## src/core/pmc_pkg.sv

```systemverilog
// Shared constants and types for the phasor measurement configuration block
package pmc_pkg;

	// Clock and timing
	localparam int CLK_HZ  = 200_000_000;
	localparam int TOL_US  = 10;
	localparam int TOL_CYC = TOL_US * (CLK_HZ / 1_000_000);
	localparam int NPORT   = 3;
	localparam int SAMPLE_CYC = 50_000;

	// Angles in hundredths of a degree
	localparam logic signed [16:0] ANG_MAX  = 17'sh04650;
	localparam logic signed [16:0] ANG_MIN  = -17'sh0464F;
	localparam logic signed [16:0] ANG_TURN = 17'sh08CA0;

	// Register byte addresses
	localparam logic [7:0] A_CTRL  = 8'h00;
	localparam logic [7:0] A_UID   = 8'h04;
	localparam logic [7:0] A_VOFF  = 8'h08;
	localparam logic [7:0] A_IOFF  = 8'h0C;
	localparam logic [7:0] A_TRIG  = 8'h10;
	localparam logic [7:0] A_STAT  = 8'h14;
	localparam logic [7:0] A_SEC   = 8'h18;
	localparam logic [7:0] A_PORT0 = 8'h20;

	// Control register fields
	localparam int B_EN   = 0;
	localparam int B_TCB  = 1;
	localparam int B_VSET = 2;
	localparam int B_ISET = 4;
	localparam int B_NANA = 6;
	localparam int B_NDSW = 9;
	localparam int B_RATE = 12;

	// Trigger register fields
	localparam int B_TREA = 0;
	localparam int B_MASK = 4;

	// Port register fields
	localparam int P_STREAM = 0;
	localparam int P_BAUD   = 1;
	localparam int P_STOP2  = 4;
	localparam int P_RTS    = 5;
	localparam int P_DBITS  = 8;
	localparam int P_PARITY = 12;

	// Reset values and limits
	localparam logic [3:0]  RST_RATE  = 4'hA;
	localparam logic [15:0] RST_UID   = 16'h0001;
	localparam logic [15:0] UID_MAX   = 16'hFFFE;
	localparam logic [2:0]  RST_BAUD  = 3'h4;
	localparam logic [2:0]  BAUD_MAX  = 3'h6;
	localparam logic [2:0]  ANA_MAX   = 3'h4;
	localparam logic [3:0]  RST_TREA  = 4'hF;
	localparam logic [3:0]  RST_MASK  = 4'hF;
	localparam logic [3:0]  DATA_BITS = 4'h8;
	localparam logic [3:0]  N_SLOTS   = 4'hA;
	localparam logic [3:0]  SLOT_I1   = 4'h5;

	typedef enum logic [1:0] {SET_POS, SET_ALL, SET_NONE} pmc_set_t;
	typedef enum logic [1:0] {CMD_TEXT, CMD_FILE, CMD_METER} pmc_cmd_t;
	typedef enum logic {TCB_IGNORE, TCB_C37} pmc_tcb_t;

	typedef struct packed {
		logic       stream;
		logic [2:0] baud;
		logic       stop2;
		logic       rts;
	} pmc_port_t;

endpackage

```

## src/core/pmc_angle_if.sv

```systemverilog
// Angle correction request and result between sequencer and corrector
`timescale 1ns/1ps
interface pmc_angle_if;
	logic               valid;
	logic signed [15:0] angle;
	logic signed [15:0] offset;
	logic               out_valid;
	logic signed [15:0] out_angle;

	modport src (output valid, angle, offset, input out_valid, out_angle);
	modport cor (input valid, angle, offset, output out_valid, out_angle);
endinterface

```

## src/core/pmc_angle_corr.sv

```systemverilog
// Adds an angle offset to a measured angle and wraps the sum
`timescale 1ns/1ps
module pmc_angle_corr (
	// Clock and reset
	input  wire logic  i_clk,
	input  wire logic  i_srst,
	// Angle request and result
	pmc_angle_if.cor   ang
);

	typedef struct packed {
		logic               v;
		logic signed [15:0] a;
	} pmc_corr_t;

	pmc_corr_t          q;
	pmc_corr_t          d;
	logic signed [16:0] sum;

	always_comb
	begin
		d = q;
		sum = 17'(ang.angle) + 17'(ang.offset);
		// [RULE_24] wrap into range
		if (sum > pmc_pkg::ANG_MAX)
			sum = sum - pmc_pkg::ANG_TURN;
		else if (sum <= -pmc_pkg::ANG_MAX)
			sum = sum + pmc_pkg::ANG_TURN;
		d.v = ang.valid;
		// [RULE_05] offset added to angle
		if (ang.valid)
			d.a = sum[15:0];
		if (i_srst)
			d = '0;
	end

	always_ff @(posedge i_clk)
	begin
		q <= d;
	end

	assign ang.out_valid = q.v;
	assign ang.out_angle = q.a;

endmodule

```

## src/core/pmc_phasor_cfg.sv

```systemverilog
// Phasor measurement settings, time base, sampling and packet sequencing
//
// Summary of operation
// [RULE_01] Time source flag rises only when the time reference is accurate enough.
// [RULE_02] Phasor sampling continues while the time source flag is low.
// [RULE_03] Meter command is refused while the time source flag is low.
// [RULE_04] Four voltages and four currents sampled on fixed base, time stamped.
// [RULE_05] Signed voltage and current angle offsets added to measured angles.
// [RULE_06] Angle offsets accepted from -179.99 to 180 degrees, reset to zero.
// [RULE_07] Enable off stops collection and hides all other phasor settings.
// [RULE_08] Message rate limited to 1, 2, 5 or 10 per second, default 10.
// [RULE_09] Unit identifier accepted from 1 to 65534, default 1.
// [RULE_10] Voltage set is positive-sequence, all or none; default positive-sequence.
// [RULE_11] Current set is positive-sequence, all or none; default none.
// [RULE_12] Analog value count accepted from 0 to 4, default 0.
// [RULE_13] Digital word count is 0 or 1 for one 16-bit word, default 0.
// [RULE_14] Four trigger reason bits; trigger defaults to OR of all four.
// [RULE_15] Time control bits ignored or interpreted per mode, default ignore.
// [RULE_16] Current angle offset hidden while current set is none.
// [RULE_17] Streaming port framing fixed at 8 data bits, no parity.
// [RULE_18] Streaming protocol cannot be chosen on serial port 1.
// [RULE_19] Port speed one of seven rates, default 9600, one or two stops.
// [RULE_20] Optional hardware request/clear-to-send handshake, off by default.
// [RULE_21] Streaming port with enable off answers no commands at all.
// [RULE_22] Streaming port refuses commands; only other source restores its protocol.
// [RULE_23] Selected voltage phasors go before selected current phasors in packets.
// [RULE_24] Corrected angle wraps into the range above -180 up to 180.
`timescale 1ns/1ps
module pmc_phasor_cfg #(
	parameter int         NPORT      = pmc_pkg::NPORT,
	parameter int         SEC_CYC    = pmc_pkg::CLK_HZ,
	parameter int         SAMPLE_CYC = pmc_pkg::SAMPLE_CYC,
	parameter logic [3:0] QUAL_MAX   = 4'h5,
	parameter int         PW         = $clog2(NPORT + 1)
) (
	// Clock and reset
	input  wire logic                         i_clk,
	input  wire logic                         i_srst,
	// Register port
	input  wire logic [7:0]                   i_addr,
	input  wire logic [31:0]                  i_wdata,
	input  wire logic                         i_wr,
	input  wire logic                         i_rd,
	input  wire logic [PW-1:0]                i_cfg_src,
	output logic      [31:0]                  o_rdata,
	// Time reference pins
	input  wire logic                         i_irig_pps,
	input  wire logic [3:0]                   i_irig_qual,
	output logic                              o_time_source_ok,
	// Sampling
	output logic                              o_sample_strobe,
	output logic      [31:0]                  o_sample_sec,
	output logic      [31:0]                  o_sample_frac,
	// Packet sequencing
	input  wire logic signed [15:0]           i_meas_angle,
	output logic      [3:0]                   o_slot_id,
	output logic                              o_msg_start,
	output logic                              o_slot_valid,
	output logic      [3:0]                   o_slot_tag,
	output logic signed [15:0]                o_slot_angle,
	output logic      [2:0]                   o_pkt_analogs,
	output logic                              o_pkt_digital,
	// Triggers
	input  wire logic [3:0]                   i_trig_src,
	output logic      [3:0]                   o_trigger_reason_bits,
	output logic                              o_phasor_trigger,
	// Commands
	input  wire logic                         i_cmd_valid,
	input  wire logic [PW-1:0]                i_cmd_port,
	input  wire pmc_pkg::pmc_cmd_t            i_cmd_kind,
	output logic                              o_cmd_accept,
	output logic                              o_cmd_reject,
	// Serial port settings
	output logic      [NPORT-1:0]             o_port_stream,
	output logic      [NPORT-1:0]             o_port_silent,
	output logic      [NPORT-1:0][2:0]        o_port_baud,
	output logic      [NPORT-1:0]             o_port_stop2,
	output logic      [NPORT-1:0]             o_port_rtscts
);

	localparam logic [31:0] SEC_LO    = 32'(SEC_CYC - pmc_pkg::TOL_CYC);
	localparam logic [31:0] SEC_HI    = 32'(SEC_CYC + pmc_pkg::TOL_CYC);
	localparam logic [31:0] SAMP_LAST = 32'(SAMPLE_CYC - 1);

	typedef enum logic {WK_IDLE, WK_RUN} pmc_walk_t;

	typedef struct packed {
		logic                             en;
		pmc_pkg::pmc_tcb_t                tcb;
		pmc_pkg::pmc_set_t                vset;
		pmc_pkg::pmc_set_t                iset;
		logic [2:0]                       nana;
		logic                             ndsw;
		logic [3:0]                       rate;
		logic [15:0]                      uid;
		logic signed [15:0]               voff;
		logic signed [15:0]               ioff;
		logic [3:0]                       trea_en;
		logic [3:0]                       mask;
		pmc_pkg::pmc_port_t [NPORT-1:0]   port;
		logic                             pps_s1;
		logic                             pps_s2;
		logic                             pps_d;
		logic [3:0]                       qual_s1;
		logic [3:0]                       qual_s2;
		logic                             locked;
		logic                             time_source_ok;
		logic [31:0]                      ivl;
		logic [31:0]                      sec;
		logic [31:0]                      frac;
		logic [31:0]                      scnt;
		logic [31:0]                      mcnt;
		logic                             samp;
		logic [31:0]                      st_sec;
		logic [31:0]                      st_frac;
		pmc_walk_t                        walk;
		logic [3:0]                       slot;
		logic [3:0]                       tag;
		logic                             msg;
		logic [3:0]                       trea;
		logic                             ptrig;
		logic                             acc;
		logic                             rej;
		logic [31:0]                      rdata;
	} pmc_state_t;

	pmc_state_t  q;
	pmc_state_t  d;
	pmc_angle_if ang ();

	// Cycles between message starts for a rate code
	function automatic logic [31:0] msg_period(input logic [3:0] r);
		case (r)
			4'h1:    msg_period = 32'(SEC_CYC);
			4'h2:    msg_period = 32'(SEC_CYC / 2);
			4'h5:    msg_period = 32'(SEC_CYC / 5);
			default: msg_period = 32'(SEC_CYC / 10);
		endcase
	endfunction

	function automatic logic off_ok(input logic [15:0] v);
		off_ok = ($signed({v[15], v}) >= pmc_pkg::ANG_MIN) &&
			($signed({v[15], v}) <= pmc_pkg::ANG_MAX);
	endfunction

	function automatic logic [7:0] port_addr(input int k);
		port_addr = 8'(int'(pmc_pkg::A_PORT0) + 4 * k);
	endfunction

	// Slot order: V1, VA, VB, VC, VS, I1, IA, IB, IC, IN
	function automatic logic slot_on(input logic [3:0] s, input pmc_pkg::pmc_set_t vs,
		input pmc_pkg::pmc_set_t is);
		if (s == 4'h0)
			slot_on = (vs != pmc_pkg::SET_NONE);
		else if (s < pmc_pkg::SLOT_I1)
			slot_on = (vs == pmc_pkg::SET_ALL);
		else if (s == pmc_pkg::SLOT_I1)
			slot_on = (is != pmc_pkg::SET_NONE);
		else
			slot_on = (is == pmc_pkg::SET_ALL);
	endfunction

	logic        pps_edge;
	logic        port_ok;
	logic        blocked;
	logic [31:0] r;

	always_comb
	begin
		d = q;
		r = '0;
		port_ok = 1'b0;
		blocked = 1'b0;

		d.pps_s1 = i_irig_pps;
		d.pps_s2 = q.pps_s1;
		d.pps_d = q.pps_s2;
		d.qual_s1 = i_irig_qual;
		d.qual_s2 = q.qual_s1;
		pps_edge = q.pps_s2 && !q.pps_d;

		// Second marks one second apart within tolerance keep the lock
		if (q.ivl <= SEC_HI)
			d.ivl = q.ivl + 32'h1;
		else
			d.locked = 1'b0;
		d.frac = q.frac + 32'h1;
		if (pps_edge)
		begin
			d.locked = (q.ivl >= SEC_LO) && (q.ivl <= SEC_HI);
			d.ivl = '0;
			d.frac = '0;
			d.sec = q.sec + 32'h1;
		end
		// [RULE_01] accuracy qualifies flag
		// [RULE_15] quality used only in extension mode
		d.time_source_ok = q.locked && (q.tcb == pmc_pkg::TCB_IGNORE || q.qual_s2 <= QUAL_MAX);

		// [RULE_04] fixed sample base
		d.samp = 1'b0;
		d.scnt = (pps_edge || q.scnt >= SAMP_LAST) ? '0 : q.scnt + 32'h1;
		// [RULE_02] sampling ignores flag
		// [RULE_07] no collection when disabled
		if (q.en && q.scnt >= SAMP_LAST)
		begin
			d.samp = 1'b1;
			d.st_sec = q.sec;
			d.st_frac = q.frac;
		end

		// [RULE_08] message pacing
		d.msg = 1'b0;
		d.mcnt = (pps_edge || q.mcnt >= msg_period(q.rate) - 32'h1) ? '0 : q.mcnt + 32'h1;
		if (q.en && q.walk == WK_IDLE && q.mcnt >= msg_period(q.rate) - 32'h1)
		begin
			d.msg = 1'b1;
			d.walk = WK_RUN;
			d.slot = '0;
		end

		// [RULE_23] voltages walk first
		case (q.walk)
			WK_IDLE:
				d.tag = q.tag;
			WK_RUN:
			begin
				d.tag = q.slot;
				d.slot = q.slot + 4'h1;
				if (q.slot == pmc_pkg::N_SLOTS - 4'h1)
					d.walk = WK_IDLE;
			end
			default:
				d.walk = WK_IDLE;
		endcase

		// [RULE_14] reasons and trigger
		d.trea = i_trig_src & q.trea_en;
		d.ptrig = |(i_trig_src & q.trea_en & q.mask);

		// [RULE_03] meter needs good time
		// [RULE_21] silent streaming port
		// [RULE_22] streaming port refuses commands
		d.acc = 1'b0;
		d.rej = 1'b0;
		for (int k = 0; k < NPORT; k++)
		begin
			if (i_cmd_port == PW'(k + 1))
			begin
				port_ok = 1'b1;
				blocked = q.port[k].stream;
			end
		end
		if (i_cmd_valid)
		begin
			if (!port_ok || blocked ||
				(i_cmd_kind == pmc_pkg::CMD_METER && (!q.en || !q.time_source_ok)))
				d.rej = 1'b1;
			else
				d.acc = 1'b1;
		end

		// Register writes; phasor settings other than enable are hidden while disabled, port settings are not
		if (i_wr)
		begin
			case (i_addr)
				pmc_pkg::A_CTRL:
				begin
					d.en = i_wdata[pmc_pkg::B_EN];
					// [RULE_07] fields need enable
					if (i_wdata[pmc_pkg::B_EN])
					begin
						d.tcb = pmc_pkg::pmc_tcb_t'(i_wdata[pmc_pkg::B_TCB]);
						// [RULE_10] voltage set choices
						if (i_wdata[pmc_pkg::B_VSET +: 2] != 2'h3)
							d.vset = pmc_pkg::pmc_set_t'(i_wdata[pmc_pkg::B_VSET +: 2]);
						// [RULE_11] current set choices
						if (i_wdata[pmc_pkg::B_ISET +: 2] != 2'h3)
							d.iset = pmc_pkg::pmc_set_t'(i_wdata[pmc_pkg::B_ISET +: 2]);
						// [RULE_12] analog count limit
						if (i_wdata[pmc_pkg::B_NANA +: 3] <= pmc_pkg::ANA_MAX)
							d.nana = i_wdata[pmc_pkg::B_NANA +: 3];
						// [RULE_13] one digital word
						d.ndsw = i_wdata[pmc_pkg::B_NDSW];
						// [RULE_08] legal rates only
						if (i_wdata[pmc_pkg::B_RATE +: 4] inside {4'h1, 4'h2, 4'h5, 4'hA})
							d.rate = i_wdata[pmc_pkg::B_RATE +: 4];
					end
				end
				pmc_pkg::A_UID:
				begin
					// [RULE_09] identifier range
					if (q.en && i_wdata[15:0] != 16'h0000 && i_wdata[15:0] <= pmc_pkg::UID_MAX)
						d.uid = i_wdata[15:0];
				end
				pmc_pkg::A_VOFF:
				begin
					// [RULE_06] offset range check
					if (q.en && off_ok(i_wdata[15:0]))
						d.voff = i_wdata[15:0];
				end
				pmc_pkg::A_IOFF:
				begin
					// [RULE_16] hidden with no currents
					if (q.en && q.iset != pmc_pkg::SET_NONE && off_ok(i_wdata[15:0]))
						d.ioff = i_wdata[15:0];
				end
				pmc_pkg::A_TRIG:
				begin
					if (q.en)
					begin
						d.trea_en = i_wdata[pmc_pkg::B_TREA +: 4];
						d.mask = i_wdata[pmc_pkg::B_MASK +: 4];
					end
				end
				default:
				begin
					for (int k = 0; k < NPORT; k++)
					begin
						if (i_addr == port_addr(k))
						begin
							// [RULE_18] first port never streams
							// [RULE_22] restore from another source
							if (k != 0 && !(i_cfg_src == PW'(k + 1) && q.port[k].stream))
								d.port[k].stream = i_wdata[pmc_pkg::P_STREAM];
							// [RULE_19] speed and stop bits
							if (i_wdata[pmc_pkg::P_BAUD +: 3] <= pmc_pkg::BAUD_MAX)
								d.port[k].baud = i_wdata[pmc_pkg::P_BAUD +: 3];
							d.port[k].stop2 = i_wdata[pmc_pkg::P_STOP2];
							// [RULE_20] optional handshake
							d.port[k].rts = i_wdata[pmc_pkg::P_RTS];
						end
					end
				end
			endcase
		end

		// Register reads; data stands only in the following cycle
		if (i_rd)
		begin
			case (i_addr)
				pmc_pkg::A_CTRL:
				begin
					r[pmc_pkg::B_EN] = q.en;
					if (q.en)
					begin
						r[pmc_pkg::B_TCB] = q.tcb;
						r[pmc_pkg::B_VSET +: 2] = q.vset;
						r[pmc_pkg::B_ISET +: 2] = q.iset;
						r[pmc_pkg::B_NANA +: 3] = q.nana;
						r[pmc_pkg::B_NDSW] = q.ndsw;
						r[pmc_pkg::B_RATE +: 4] = q.rate;
					end
				end
				pmc_pkg::A_UID:
					r = q.en ? {16'h0000, q.uid} : '0;
				pmc_pkg::A_VOFF:
					r = q.en ? 32'(q.voff) : '0;
				pmc_pkg::A_IOFF:
					r = (q.en && q.iset != pmc_pkg::SET_NONE) ? 32'(q.ioff) : '0;
				pmc_pkg::A_TRIG:
					r = q.en ? {24'h000000, q.mask, q.trea_en} : '0;
				pmc_pkg::A_STAT:
					r = {24'h000000, 1'b0, q.ptrig, q.trea, q.locked, q.time_source_ok};
				pmc_pkg::A_SEC:
					r = q.sec;
				default:
				begin
					for (int k = 0; k < NPORT; k++)
					begin
						if (i_addr == port_addr(k))
						begin
							r[pmc_pkg::P_STREAM] = q.port[k].stream;
							r[pmc_pkg::P_BAUD +: 3] = q.port[k].baud;
							r[pmc_pkg::P_STOP2] = q.port[k].stop2;
							r[pmc_pkg::P_RTS] = q.port[k].rts;
							// [RULE_17] fixed framing
							r[pmc_pkg::P_DBITS +: 4] = pmc_pkg::DATA_BITS;
							r[pmc_pkg::P_PARITY] = 1'b0;
						end
					end
				end
			endcase
		end
		d.rdata = r;

		if (i_srst)
		begin
			d = '0;
			d.rate = pmc_pkg::RST_RATE;
			d.uid = pmc_pkg::RST_UID;
			d.vset = pmc_pkg::SET_POS;
			d.iset = pmc_pkg::SET_NONE;
			d.tcb = pmc_pkg::TCB_IGNORE;
			d.trea_en = pmc_pkg::RST_TREA;
			d.mask = pmc_pkg::RST_MASK;
			d.walk = WK_IDLE;
			for (int k = 0; k < NPORT; k++)
				d.port[k].baud = pmc_pkg::RST_BAUD;
		end
	end

	always_ff @(posedge i_clk)
	begin
		q <= d;
	end

	// [RULE_05] offset chosen per slot group
	assign ang.valid = (q.walk == WK_RUN) && slot_on(q.slot, q.vset, q.iset);
	assign ang.angle = i_meas_angle;
	assign ang.offset = (q.slot < pmc_pkg::SLOT_I1) ? q.voff : q.ioff;

	pmc_angle_corr u_corr (
		.i_clk  (i_clk),
		.i_srst (i_srst),
		.ang    (ang)
	);

	always_comb
	begin
		for (int k = 0; k < NPORT; k++)
		begin
			o_port_stream[k] = q.port[k].stream;
			o_port_silent[k] = q.port[k].stream && !q.en;
			o_port_baud[k] = q.port[k].baud;
			o_port_stop2[k] = q.port[k].stop2;
			o_port_rtscts[k] = q.port[k].rts;
		end
	end

	assign o_rdata = q.rdata;
	assign o_time_source_ok = q.time_source_ok;
	assign o_sample_strobe = q.samp;
	assign o_sample_sec = q.st_sec;
	assign o_sample_frac = q.st_frac;
	assign o_slot_id = q.slot;
	assign o_msg_start = q.msg;
	assign o_slot_valid = ang.out_valid;
	assign o_slot_tag = q.tag;
	assign o_slot_angle = ang.out_angle;
	assign o_pkt_analogs = q.en ? q.nana : 3'h0;
	assign o_pkt_digital = q.en && q.ndsw;
	assign o_trigger_reason_bits = q.trea;
	assign o_phasor_trigger = q.ptrig;
	assign o_cmd_accept = q.acc;
	assign o_cmd_reject = q.rej;

endmodule

```

## config.mk

```make
export PLATFORM = sky130hd
export DESIGN_NAME = pmc_phasor_cfg
export DESIGN_NICKNAME = d
export VERILOG_FILES = /design/src/core/pmc_pkg.sv /design/src/core/pmc_angle_if.sv /design/src/core/pmc_angle_corr.sv /design/src/core/pmc_phasor_cfg.sv
export SDC_FILE = /design/constraint.sdc
export NUM_CORES = 1
export LEC_CHECK = 0
export BUFFER_PORTS_ARGS = -buffer_cell sky130_fd_sc_hd__buf_4
export CAP_MARGIN = 20
export CORE_UTILIZATION = 53
export DETAILED_ROUTE_END_ITERATION = 6
export PLACE_DENSITY = 0.74
export SYNTH_ARGS = -nofsm -noshare
export SYNTH_HDL_FRONTEND = slang
export SYNTH_SLANG_ARGS = --single-unit
```

## constraint.sdc

```tcl
create_clock -name i_clk -period 5.35 [get_ports i_clk]
set_clock_uncertainty 0.2 [all_clocks]
set_input_delay 0 -clock i_clk [delete_from_list [all_inputs] [get_ports i_clk]]
set_output_delay 0 -clock i_clk [all_outputs]
set_load 0.01 [all_outputs]
```

# [Yosys cells after proc, flatten, opt, wreduce, memory -nomap -nowiden]
# Index checks and enable logic that the tools add are counted.
[totals] regBits=391 inputBits=76 output_inout_bits=156 word_cells=214
[classes] n_addsub=10 magnitude_cmp=13 n_eq_ne=31 mux=42 n_bitwise=9 reduce_logical=60
[op_table] op="adder 32 x 1 -> 32 bit (second input constant)" count=5
[op_table] op="one-hot mux 28 bit (3 select lines)" count=1
[op_table] op="one-hot mux 16 bit (5 select lines)" count=1
[op_table] op="2-to-1 mux 65 bit" count=1
[op_table] op="2-to-1 mux 16 bit" count=4
[op_table] op="2-to-1 mux 32 bit" count=2
[op_table] op="one-hot mux 6 bit (7 select lines)" count=1
[op_table] op="AND reduction 4 bit" count=9
[op_table] op="greater-or-equal comparator 32 x 16 -> 1 bit (second input constant)" count=1
[op_table] op="greater-or-equal comparator 32 x 28 -> 1 bit (second input constant)" count=1
[op_table] op="greater-or-equal comparator 32 bit" count=1
[op_table] op="less-or-equal comparator 16 bit (second input constant)" count=2
[op_table] op="less-or-equal comparator 32 x 28 -> 1 bit (second input constant)" count=1
[op_table] op="subtractor 32 x 1 -> 32 bit (second input constant)" count=1
[op_table] op="one-hot mux 2 bit (7 select lines)" count=2
[op_table] op="== test 8 x 5 -> 1 bit (second input constant)" count=3
[op_table] op="== test 8 x 6 -> 1 bit (second input constant)" count=3
[op_table] op="AND reduction 3 bit" count=8
[op_table] op="2-to-1 mux 5 bit" count=4
[op_table] op="logical AND 1 bit" count=19
[op_table] op="2-to-1 mux 6 bit" count=3
[op_table] op="one-hot mux 3 bit (6 select lines)" count=1
[op_table] op="adder 16 x 16 -> 17 bit" count=1
[op_table] op="> comparator 17 x 16 -> 1 bit (second input constant)" count=1
[op_table] op="other kinds (37)" count=89

# [Depth between registers and ports, before layout]
# Gate-level depths: netlist of run 1.
[depth] depth_word=8 ltp_mapped=24 ltp_nobuf=20

# [By module]
# From an unflattened synthesis of run 1, not the netlist that was laid out.
[hier_totals] cells_unflattened=2401 hier_area_um2=20533.4
[modules_own_cells] mod="pmc_phasor_cfg" n_inst=1 cells_each=2127 area_per_inst_um2=18291.3 seq_area_each_um2=7447.1
[modules_own_cells] mod="pmc_angle_corr" n_inst=1 cells_each=274 area_per_inst_um2=2242.2 seq_area_each_um2=340.3

# [Worst setup path after synthesis of run 1]
# No wires, ideal clock.
[synth_path] path_type="reg-to-reg" startpoint="register q (netlist bit o_slot_id[0])" endpoint="register u_corr.q (netlist bit u_corr.ang.out_angle[5])" setup_time_ns=0.117 t_arrival_ns=4.977 required_ns=5.033 setup_slack_ns=0.055 path_stages_with_launch=24 n_path_buf=5 synth_period_minus_slack_ns=5.295 cell_sequence="dfxtp_1 inv_1 ha_1 nand2b_1 nor2b_1 clkbuf_1 clkbuf_1 mux2_2 ha_1 clkbuf_1 o21ai_1 a31o_1 or3_1 buf_6 inv_2 ha_1 or3b_2 a31oi_1 o211ai_1 a2111oi_2 or2_4 buf_6 nand3_1 a32o_1"
[synth_via] elab_chain_cells=6 elab_cells_between_ends=15 classes_between="add/sub (3); order compare (3); eq/ne (1); mux (6); reduce/logical (2)"
[synth_rtl] item="start: declaration" line="pmc_phasor_cfg.sv:127" rtl="pmc_state_t q;"
[synth_rtl] item="start signal: assignment" line="pmc_phasor_cfg.sv:404" rtl="q <= d;"
[synth_rtl] item="less-than comparator 4 x 3 -> 1 bit" line="pmc_phasor_cfg.sv:155, pmc_phasor_cfg.sv:410"
[synth_rtl] item="2-to-1 mux 16 bit" line="pmc_phasor_cfg.sv:410" rtl="assign ang.offset = (q.slot < pmc_pkg::SLOT_I1) ? q.voff : q.ioff;"
[synth_rtl] item="adder 16 x 16 -> 17 bit" line="pmc_angle_corr.sv:23" rtl="sum = 17'(ang.angle) + 17'(ang.offset);"
[synth_rtl] item="adder 16 bit or less-or-equal comparator 17 x 16 -> 1 bit (tied branches)" line="pmc_angle_corr.sv:28, pmc_angle_corr.sv:27"
[synth_rtl] item="2-to-1 mux 16 bit" line="pmc_angle_corr.sv:27" rtl="else if (sum <= -pmc_pkg::ANG_MAX)"
[synth_rtl] item="2-to-1 mux 16 bit" line="pmc_angle_corr.sv:25" rtl="if (sum > pmc_pkg::ANG_MAX)"
[synth_rtl] item="end signal: assignment" line="pmc_angle_corr.sv:39" rtl="q <= d;"
[synth_rtl] item="end: declaration" line="pmc_angle_corr.sv:16" rtl="pmc_corr_t q;"
# Several ways; a longest one is shown, not always the timed one.
# A chain may end at the register's enable or synchronous reset.

# [Final worst setup path of run 1]
[layout_path] startpoint="register q (netlist bit o_slot_id[1])" endpoint="register u_corr.q (netlist bit u_corr.ang.out_angle[8])"
# Same word-level chain as after synthesis.

==> results of run 1 <==
-- through the flow --
stage | total power (W) | hold WS, ps | utilization | area (µm²) | instances
2_1_floorplan | 0.003151 | -79.16 | - | 18780 | 2225
3_3_place_gp | 0.003241 | 12.58 | 0.5719 | 19810 | 2688
3_5_place_dp | 0.003245 | 15.70 | 0.5719 | 19810 | 2688
4_1_cts | 0.006158 | 45.06 | 0.6287 | 21770 | 2821
5_1_grt | 0.006317 | 105.9 | 0.6305 | 21830 | 2826
6_report | 0.006123 | 80.83 | 0.6308 | 21840 | 2830
-- cells in the mapped netlist, drive strengths merged (6+ instances only) --
cell type | instances | area share
o21bai | 6 | 0.0024
clkbuf | 91 | 0.018
xnor2 | 38 | 0.019
dfxtp | 389 | 0.42
nand2 | 308 | 0.062
and2 | 21 | 0.0070
o211ai | 16 | 0.0070
a21boi | 6 | 0.0032
nand3 | 64 | 0.018
nor2b | 22 | 0.0074
nand2b | 16 | 0.0054
mux2 | 18 | 0.011
a221oi | 6 | 0.0028
a222oi | 19 | 0.010
nand4 | 33 | 0.011
o21ai | 41 | 0.011
or3 | 26 | 0.0090
mux2i | 58 | 0.031
a211oi | 10 | 0.0043
a21oi | 153 | 0.042
a2111oi | 6 | 0.0041
o2111ai | 6 | 0.0028
a22oi | 12 | 0.0048
xor2 | 84 | 0.041
inv | 38 | 0.0076
nand3b | 24 | 0.0096
a21o | 17 | 0.0072
nor3b | 8 | 0.0032
nor3 | 47 | 0.013
or2 | 9 | 0.0031
nor2 | 279 | 0.056
a31oi | 19 | 0.0064
nor4 | 14 | 0.0058
ha | 50 | 0.033
and3 | 28 | 0.0094
and4 | 15 | 0.0070
buf | 139 | 0.055
-- routing by layer --
layer / GRT usage / vias up / share of wire
li1: - / 7745 / -
met1: 0.3424 / 7511 / 0.43
met2: 0.4378 / 608 / 0.47
met3: 0.04722 / 113 / 0.069
met4: 0.1027 / 2 / 0.032
met5: 0 / - / 0.00033
-- critical path: cells and delay by family, from the launching register on --
kind | cells | cell delay (ps)
DFF | 1 | 340
AOI/OAI and AO/OA | 7 | 1440
adders and majority gates | 3 | 730
and+or+nand+nor | 5 | 1340
buffers and inverters | 4 | 600
muxes | 1 | 350
-- registers in the layout, indices dropped and copies added (netlist names), 4 cells and up --
name and flops:
o_port_baud 9, o_sample_frac 32, q 241, o_slot_id 4
o_slot_tag 4, o_sample_sec 32, u_corr.ang.out_angle 16, o_trigger_reason_bits 4
o_rdata 32
-- layout make-up --
type | count | area share
diodes | 5 | 0.0005728
clock buffers | 59 | 0.05379
clock inverters | 15 | 0.009108
inverters | 39 | 0.006702
multi-input cells | 1567 | 0.4357
flip-flops and latches | 389 | 0.3566
well taps | 455 | 0.02606
repair buffers | 301 | 0.1115
-- power by group --
| part | switching (W) | total (W) | internal, W | leakage [nW] |
|---|---|---|---|---|
| clock | 0.00117 | 0.00290 | 0.00173 | 0.670 |
| sequential | 0.0000109 | 0.00293 | 0.00292 | 3.15 |
| combinational | 0.000176 | 0.000300 | 0.000125 | 5.09 |
-- what timing repair did --
action | 4_1_cts | 5_1_grt
resized for setup | 0 | 5
setup endpoints to repair | 0 | 4
hold buffers | 59 | 0
endpoints found under the hold margin | 166 | 0
buffers inserted | 0 | 3
-- kinds of logic after synthesis --
group / Yosys count / share of synthesized area
flip-flops: 389 / 0.4164
AO/OA/AOI/OAI: 362 / 0.1309
adder cells (fa/ha/maj): 51 / 0.03452
AND/OR/NAND/NOR: 933 / 0.2358
multiplexers: 76 / 0.04188
buffers and inverters: 269 / 0.08081
other: 2 / 0.0004015
XOR/XNOR: 122 / 0.05934
-- worst max-delay path by stage --
stage	cells after the start	slack, ps	endpoint
after detailed placement	21	190	u_corr.ang.out_angle[10]
after global routing	22	40	u_corr.ang.out_angle[8]
after global placement	21	300	u_corr.ang.out_angle[6]
after CTS	21	160	u_corr.ang.out_angle[10]
after floorplan	23	60	u_corr.ang.out_angle[5]
final	20	280	u_corr.ang.out_angle[8]
-- cell usage in the layout, fill, tap and decap left out, drive strengths merged, types with 17 or more instances in the layout --
cell,netlist,final
dlygate4sd3,0,59
ha,50,50
a222oi,19,19
dfxtp,389,389
inv,38,40
o21ai,41,41
a21oi,153,153
a31oi,19,19
a21o,17,17
clkbuf,91,60
nor3,47,47
nand3b,24,24
conb,2,23
nand4,33,33
and3,28,28
nor2b,22,22
nand2,308,308
mux2,18,18
buf,139,241
nor2,279,279
mux2i,58,58
or3,26,26
nand3,64,64
xor2,84,84
and2,21,21
xnor2,38,38
==> metrics.txt, run 1 <==
status=finished, final reports clean; Power per Cell Area=280.3 nW/µm²; Final Critical Period=5071 ps; layout overhead on the synthesized area=16.79%; Synth Register Bits=389; actual slew at the worst max-slew pin=1174 ps; starting density of the core=0.5401; number of global-route vias before repair=15010; clock root buffer=clkbuf_16; Die Ht=189.9 µm; ys flop type=dfxtp_1; Crit. End Element=flip-flop; final wirelength=48.59 mm; internal reg-to-reg setup slack=280 ps; DP Wirelength=34.36 mm; crit path max-delay cell type=a2111oi_4; Hold Path Stages=5; total of max-cap violations=0; drt wl/cell=17.17 µm; worst reg2reg endpoint=u_corr.ang.out_angle[8]; fin. max-slew vios=0; Tcrit/Tclk final=0.9479; asr flop ratio synth=0; via count=15980; Synth Instances=2204; Seq/Total Area, Yosys=0.4164; I/O Pins=232; initial antenna violation count=2; global-route wire length before repair=77.34 mm; total CTS buffers=42; CP Cell Sequence=inv_1 > ha_1 > nand2b_1 > nor2b_1 > buf_4 > mux2_2 > ha_1 > o21ai_1 > a31o_1 > or3_1 > inv_2 > ha_1 > or3b_2 > a31oi_1 > o211ai_1 > a2111oi_4 > or2_4 > clkbuf_4 > a21boi_0 > o211ai_1; drt drc=0; Reg-to-Reg Start=o_slot_id[1]; most frequent CP cell=ha_1; largest net degree at the start of global routing=167; RD Place Congestion=0.9515; hold_sp=i_meas_angle[11]; DR pass1 iterations=7; Crit Path Class=flip-flop to flip-flop; count of final setup violators=0; Place WS=191.2 ps; gr ovfl total=0; Mapped Area=18700 µm²; Port Buffer Count=212; Worst EP required=5630 ps; P_leak=8.907 nW; worst-path fanout max=8; worst-skew pair later-pin latency=550 ps; Worst setup SP type=flip-flop; Avg Inst Size Synth=8.486 µm²; Fill cells=2957; Multi-input gate area=9517 µm²; Nets=2467; worst hold path type=input pin to flip-flop; Final TNS setup=0 ps; # rows=68; Max clock buf depth=3; count of final hold-check violations=0; Distinct cells, synth=95; CORE AREA=34630 µm²; total track usage=0.2649; Max VDD drop=241.2 µV; Worst path max stage delay=460 ps; DR iter-0 viols=1304; PnR worst setup slack=278.7 ps; fmax=197.2 MHz; Die ar.=36040 µm²; Rel. slew slack=0.2142; share of layout cells above drive strength 1=0.1595; RSZ-0062 raised after global routing=no; synth warn=0; register area=7789 µm²; Die W=189.9 µm; worst hold path endpoint=u_corr.ang.out_angle[11]; H-tree depth reported by CTS=2; Post-synth EDFFs=0; Clock Sinks=389; CTS tree=yes; routed vias/inst=5.646; Final ANT Viol Nets=0; Arr. time, crit path=5350 ps; crit path from=o_slot_id[1]; Clk pin slew, worst setup/hold paths=60 ps; cells on worst reg2reg path=20
Note: power is estimated with default switching activity, not from simulation.
==> inputs of run 2 (changes only) <==
--- a/config.mk
+++ b/config.mk
@@ -7,7 +7,9 @@
 export LEC_CHECK = 0
 export BUFFER_PORTS_ARGS = -buffer_cell sky130_fd_sc_hd__buf_4
 export CAP_MARGIN = 20
-export CORE_UTILIZATION = 53
+export CELL_PAD_IN_SITES_DETAIL_PLACEMENT = 0
+export CELL_PAD_IN_SITES_GLOBAL_PLACEMENT = 1
+export CORE_UTILIZATION = 40
 export DETAILED_ROUTE_END_ITERATION = 6
 export PLACE_DENSITY = 0.74
 export SYNTH_ARGS = -nofsm -noshare
==> constraint.sdc (replaced) <==
create_clock -name i_clk -period 4.44 [get_ports i_clk]
set_clock_uncertainty 0.2 [all_clocks]
set_input_delay 0 -clock i_clk [delete_from_list [all_inputs] [get_ports i_clk]]
set_output_delay 0 -clock i_clk [all_outputs]
set_load 0.01 [all_outputs]
==> metrics.txt, run 2 (same netlist as run 1, synthesis figures left out) <==
status=finished, violations left; violated checks=design-rule violations, negative setup slack; Clk pin slew, worst setup/hold paths=60 ps (about the same); Worst path max stage delay=360 ps (-100 ps); clock root buffer=clkbuf_16; Inst Count DP=2900 (+7.9%); Power per Cell Area=330.4 nW/µm² (+18%); Port Buffer Count=212 (unchanged); Reg-to-Reg Start=o_slot_id[1]; Max clock buf depth=3 (unchanged); global-route wire length before repair=83.73 mm (+8.3%); drt wl/cell=17.40 µm (+1.4%); share of layout cells above drive strength 1=0.1934 (+0.03391); Tcrit/Tclk final=1.020 (+0.07217); worst-path fanout max=7 (-1); actual slew at the worst max-slew pin=991.4 ps (-183.0 ps); via count=16070 (+0.55%); total of max-cap violations=0 (unchanged); DR pass1 iterations=7 (unchanged); RSZ-0062 raised after global routing=yes; DR iter-0 viols=1222 (-6.3%); most frequent cells in the layout=dfxtp_1 (387), nand2_1 (308), buf_4 (306), nor2_1 (276), a21oi_1 (148); total CTS buffers=44 (+4.8%); RD Place Congestion=0.8860 (-6.9%); worst hold path type=input pin to flip-flop; starting density of the core=0.4086 (-0.1315); worst reg2reg endpoint=u_corr.ang.out_angle[13]; total track usage=0.2213 (-0.04365); Die Ht=218.2 µm (+15%); Place WS=-348.3 ps (-539.6 ps); count of final hold-check violations=0 (unchanged); Finished Layout Cells=3058 (+8.1%); CORE AREA=45770 µm² (+32%); number of global-route vias before repair=15350 (+2.3%); layout overhead on the synthesized area=22.44%; gr ovfl total=0 (unchanged); DP Wirelength=38.37 mm (+12%); I/O Pins=232 (unchanged); cells on worst reg2reg path=23 (+15%); fin. max-slew vios=0 (unchanged); Final TNS setup=-442.1 ps (-442.1 ps); crit path max-delay cell type=or3_4; CTS tree=yes; Rel. slew slack=0.3366 (+0.1224); worst-skew pair later-pin latency=580 ps (+30 ps); largest net degree at the start of global routing=78 (-53%); P_leak=9.370 nW (+5.2%); fin util=0.5003 (-0.1305); Arr. time, crit path=4780 ps (-570 ps); Crit. End Element=flip-flop; Final Critical Period=4529 ps (-542.2 ps); Fill cells=4338 (+47%); Max VDD drop=248.1 µV (+2.8%); worst hold path endpoint=u_corr.ang.out_angle[3]; initial antenna violation count=4 (+2); Worst EP required=4690 ps (-940 ps); drt drc=18 (+18); Final ANT Viol Nets=0 (unchanged); Die ar.=47630 µm² (+32%); count of final setup violators=7 (+7); fmax=220.8 MHz (+12%); Clock Sinks=389 (unchanged); PnR worst setup slack=-89.16 ps (-367.8 ps); internal reg-to-reg setup slack=-90 ps (-370 ps); # rows=78 (+15%); hold_ws=17.72 ps (-63.11 ps); CP Cell Sequence=inv_2 > ha_4 > nand2b_4 > nor2b_4 > buf_12 > mux2_4 > ha_4 > inv_2 > fa_2 > and3b_2 > o32ai_2 > or3_4 > inv_4 > ha_4 > or3b_4 > a31oi_1 > o211ai_1 > a2111oi_2 > buf_4 > or2_4 > buf_6 > a221o_1 > o211ai_2; commonest non-fill, non-tap cell in the layout=dfxtp_1; Hold Path Stages=7 (+2); routed vias/inst=5.254 (-6.9%); hold_sp=i_meas_angle[3]; Die W=218.2 µm (+15%); Nets=2549 (+3.3%); final wirelength=53.22 mm (+9.5%); Crit Path Class=flip-flop to flip-flop; most frequent CP cell=ha_4; H-tree depth reported by CTS=2 (unchanged); Largest register FFs=241 (unchanged); Worst setup SP type=flip-flop; Top reg by flops=q
==> run 2: cell count changes in the layout (fill, tap and decap cells not counted), moves of 3 or more <==
cell           before  now
clkbuf_8            6   12
ha_4                0    7
clkbuf_16          42   45
inv_1              37   34
buf_4             238  306
ha_1               50   43
diode_2             5    2
dlygate4sd3_1      59   69
==> run 2: cell type report <==
class,count,area [µm²],area share
well taps,600,750.7,0.03278
inverters,39,148.9,0.006502
flip-flops and latches,389,7792,0.3403
diodes,2,5.005,0.0002186
clock buffers,68,1323,0.05775
clock inverters,12,123.9,0.005409
repair buffers,381,3092,0.1350
multi-input cells,1567,9664,0.4220
==> run 2: through the flow <==
step | cell area, µm² | power [W]
final | 22900 | 0.007567
after detailed placement | 20540 | 0.003952
after global placement | 20540 | 0.003947
after CTS | 22770 | 0.007671
after global routing | 22900 | 0.007860
after floorplan | 18850 | 0.003798
==> run 2: worst max-delay path by stage <==
| stage | from | slack (ps) | to |
|---|---|---|---|
| 6_report | o_slot_id[1] | -90 | u_corr.ang.out_angle[13] |
| 5_1_grt | o_slot_id[1] | -210 | u_corr.ang.out_angle[7] |
| 4_1_cts | o_slot_id[1] | -70 | u_corr.ang.out_angle[11] |
| 3_5_place_dp | o_slot_id[0] | -350 | u_corr.ang.out_angle[9] |
| 3_3_place_gp | o_slot_id[0] | -350 | u_corr.ang.out_angle[10] |
| 2_1_floorplan | o_slot_id[1] | -450 | u_corr.ang.out_angle[5] |
==> run 2: per-layer routing <==
metal / GRT usage / part of all wire
met1: 0.2868 / 0.45
met2: 0.3695 / 0.47
met3: 0.04064 / 0.057
met4: 0.07063 / 0.026
met5: 0 / 0.00019
==> run 2: repair_timing <==
item / 4_1_cts / 5_1_grt
hold buffers: 70 / 0
endpoints found under the hold margin: 172 / 0
pin swaps: 9 / 17
setup buffers: 2 / 6
gates resized for setup: 9 / 11
endpoints found under the setup margin: 11 / 11
==> run 2: where the power goes <==
group	switching (W)	leakage [nW]	internal, W
clock network	0.00146	0.713	0.00217
logic	0.000230	5.51	0.000181
registers	0.0000132	3.15	0.00351
==> run 2: worst max-delay path: cells and delay by family, from the launching register on <==
kind / cells / cell delay (ps)
buffers and inverters: 6 / 630
and+or+nand+nor: 6 / 1470
DFF: 1 / 320
muxes: 1 / 160
AOI/OAI and AO/OA: 6 / 910
adders and majority gates: 4 / 700
==> inputs of run 3 (changes only) <==
--- a/config.mk
+++ b/config.mk
@@ -9,6 +9,7 @@
 export CAP_MARGIN = 20
 export CELL_PAD_IN_SITES_DETAIL_PLACEMENT = 0
 export CELL_PAD_IN_SITES_GLOBAL_PLACEMENT = 1
+export CORE_ASPECT_RATIO = 1.5
 export CORE_UTILIZATION = 40
 export DETAILED_ROUTE_END_ITERATION = 6
 export PLACE_DENSITY = 0.74
==> metrics.txt, run 3 (same netlist as run 1, synthesis figures left out) <==
CP Cell Sequence=inv_2 > ha_4 > nand2b_4 > nor2b_4 > buf_6 > mux2_2 > ha_4 > o21ai_1 > a31o_1 > or3_4 > inv_4 > ha_4 > or3b_4 > a31oi_1 > o211ai_1 > a2111oi_2 > buf_4 > or2_4 > buf_6 > o22a_1 > o311ai_1; number of global-route vias before repair=15920 (+3.7%); global-route wire length before repair=85.94 mm (+2.6%); starting density of the core=0.4076 (-0.001003); crit path max-delay cell type=or3_4; most frequent CP cell=ha_4; violated checks=negative setup slack; Die Ht=266.8 µm (+22%); Clk pin slew, worst setup/hold paths=60 ps (about the same); # rows=96 (+23%); Crit. End Element=flip-flop; Port Buffer Count=212 (unchanged); Die ar.=47640 µm² (about the same); Met3 Wirelength=2.449 mm (-19%); DP Wirelength=40.48 mm (+5.5%); RSZ-0062 raised after global routing=yes; most frequent cells in the layout=dfxtp_1 (387), buf_4 (322), nand2_1 (308), nor2_1 (275), a21oi_1 (149); Die W=178.6 µm (-18%); worst hold path endpoint=q[286]; Fill cells=4401 (+1.5%); worst hold path type=input pin to flip-flop; DR iter-0 viols=794 (-35%); commonest non-fill, non-tap cell in the layout=dfxtp_1; layout overhead on the synthesized area=21.90%; RD Place Congestion=0.9072 (+2.4%); M1 WL=21.62 mm (-9.0%); Arr. time, crit path=4760 ps (-20 ps); routed vias/inst=5.293 (+0.74%); final wirelength=54.57 mm (+2.5%); Seq pwr share=0.475 (+0.009); drt drc=0 (-18); Place WS=-312.6 ps (+35.74 ps); hold_sp=i_irig_pps; internal power=0.005768 W (-1.6%); count of final setup violators=9 (+2); Rel. slew slack=0.2792 (-0.05747); CORE AREA=45880 µm² (+0.25%); worst-path fanout max=6 (-1); CP top delay family=simple AND/OR/NAND/NOR gates; Clock Sinks=389 (unchanged); P_leak=9.355 nW (-0.16%); Reg-to-Reg Start=o_slot_id[1]; drt wl/cell=17.96 µm (+3.2%); Worst EP required=4660 ps (-30 ps); largest net degree at the start of global routing=105 (+35%); Gate power share=0.056 (+0.002); Max VDD drop=243.8 µV (-1.7%); final total power=0.007415 W (-2.0%); register area=7792 µm² (unchanged); Multi-input gate area=9669 µm² (about the same); Tcrit/Tclk final=1.022 (+0.001916); Top reg by flops=q; CTS tree=yes; I/O Pins=232 (unchanged); switching part of the total=0.2220 (-0.003580); count of final hold-check violations=0 (unchanged); total of max-cap violations=0 (unchanged); Psw=0.001646 W (-3.6%); initial antenna violation count=4 (unchanged); Hold Path Stages=3 (-4); fmax=220.4 MHz (-0.19%); worst-skew pair later-pin latency=550 ps (-30 ps); DR pass1 iterations=6 (-1); clock root buffer=clkbuf_16; Buf/Inv on CP=5 (-1); status=finished, violations left; via count=16090 (+0.12%); Final Critical Period=4538 ps (+8.506 ps); PnR worst setup slack=-97.67 ps (-8.506 ps); worst reg2reg endpoint=u_corr.ang.out_angle[9]; gr ovfl total=0 (unchanged); total CTS buffers=39 (-11%); fin. max-slew vios=0 (unchanged); Worst path max stage delay=400 ps (+40 ps); total track usage=0.2288 (+0.007478); DR top layer=met5; Crit Path Class=flip-flop to flip-flop; actual slew at the worst max-slew pin=1073 ps (+81.61 ps); share of layout cells above drive strength 1=0.1993 (+0.005861); Largest register FFs=241 (unchanged); Clock Power Share=0.469 (-0.011); Max clock buf depth=3 (unchanged); Worst setup SP type=flip-flop; H-tree depth reported by CTS=2 (unchanged); cells on worst reg2reg path=21 (-8.7%); Nets=2550 (+0.039%); wire length on met2=27.95 mm (+12%); internal reg-to-reg setup slack=-100 ps (about the same); Power per Cell Area=325.2 nW/µm² (-1.6%); Final ANT Viol Nets=0 (unchanged)
## run 3: changes by cell type in the layout (fill, tap and decap cells not counted), sizes merged
cell,change
buf,+17
clkbuf,-14
clkinvlp,+1
dlygate4sd3,-11
clkinv,-2
bufinv,+3
inv,-1
## run 3: worst max-delay path by stage
stage                     depth (start not counted)    startpoint                       end  slack (ps)
final                                            21  o_slot_id[1]   u_corr.ang.out_angle[9]        -100
after global routing                             23  o_slot_id[1]   u_corr.ang.out_angle[9]        -260
after CTS                                        23  o_slot_id[1]   u_corr.ang.out_angle[9]         -60
after detailed placement                         22  o_slot_id[1]  u_corr.ang.out_angle[10]        -310
after global placement                           22  o_slot_id[1]  u_corr.ang.out_angle[10]        -300
after floorplan                                  24  o_slot_id[1]   u_corr.ang.out_angle[5]        -450
## run 3: power groups by stage
stage	Clock, W	Sequential [W]	Combinational, W
6_report	0.00348	0.00353	0.000412
5_1_grt	0.00371	0.00352	0.000441
4_1_cts	0.00357	0.00353	0.000404
3_5_place_dp	0	0.00360	0.000359
3_3_place_gp	0	0.00360	0.000353
2_1_floorplan	0	0.00360	0.000198
## run 3: through the flow
stage	hold WS (ps)	instance area (µm²)	std cells	setup TNS [ps]	utilization
after floorplan	-79.16	18850	2225	-3689	-
after CTS	0.9018	22730	3035	-329.6	0.4955
final	38.33	22800	3039	-530.1	0.4969
after detailed placement	28.07	20650	2904	-2622	0.4502
after global placement	18.08	20630	2903	-2290	0.4497
after global routing	44.55	22800	3039	-2341	0.4969
## run 3: routing by layer
metal	GRT usage	up-vias
met2	0.4132	425
met4	0.1111	4
met5	0	-
met3	0.03519	130
li1	-	7910
met1	0.2578	7617
## run 3: worst register-to-register path, cell delays in order (launching register included)
cell	delay [ps]
dfxtp_2	320
inv_2	70
ha_4	130
nand2b_4	110
nor2b_4	200
buf_6	160
mux2_2	370
ha_4	290
o21ai_1	90
a31o_1	230
or3_4	400
inv_4	80
ha_4	110
or3b_4	350
a31oi_1	150
o211ai_1	110
a2111oi_2	340
buf_4	200
or2_4	170
buf_6	120
o22a_1	120
o311ai_1	80
## run 3: timing repair
action / in CTS / in global routing
gates resized for setup: 20 / 7
hold buffers: 58 / 0
pin swaps: 14 / 6
gates cloned: 1 / 0
endpoints found under the setup margin: 11 / 11
hold endpoints to repair: 144 / 0
buffers inserted: 5 / 1
## run 3: cell type report
type	count	share of cell area
diodes	2	0.0002195
multi-input cells	1567	0.4241
well taps	588	0.03227
inverters	39	0.006531
flip-flops and latches	389	0.3418
clock inverters	13	0.009220
repair buffers	387	0.1362
clock buffers	54	0.04972
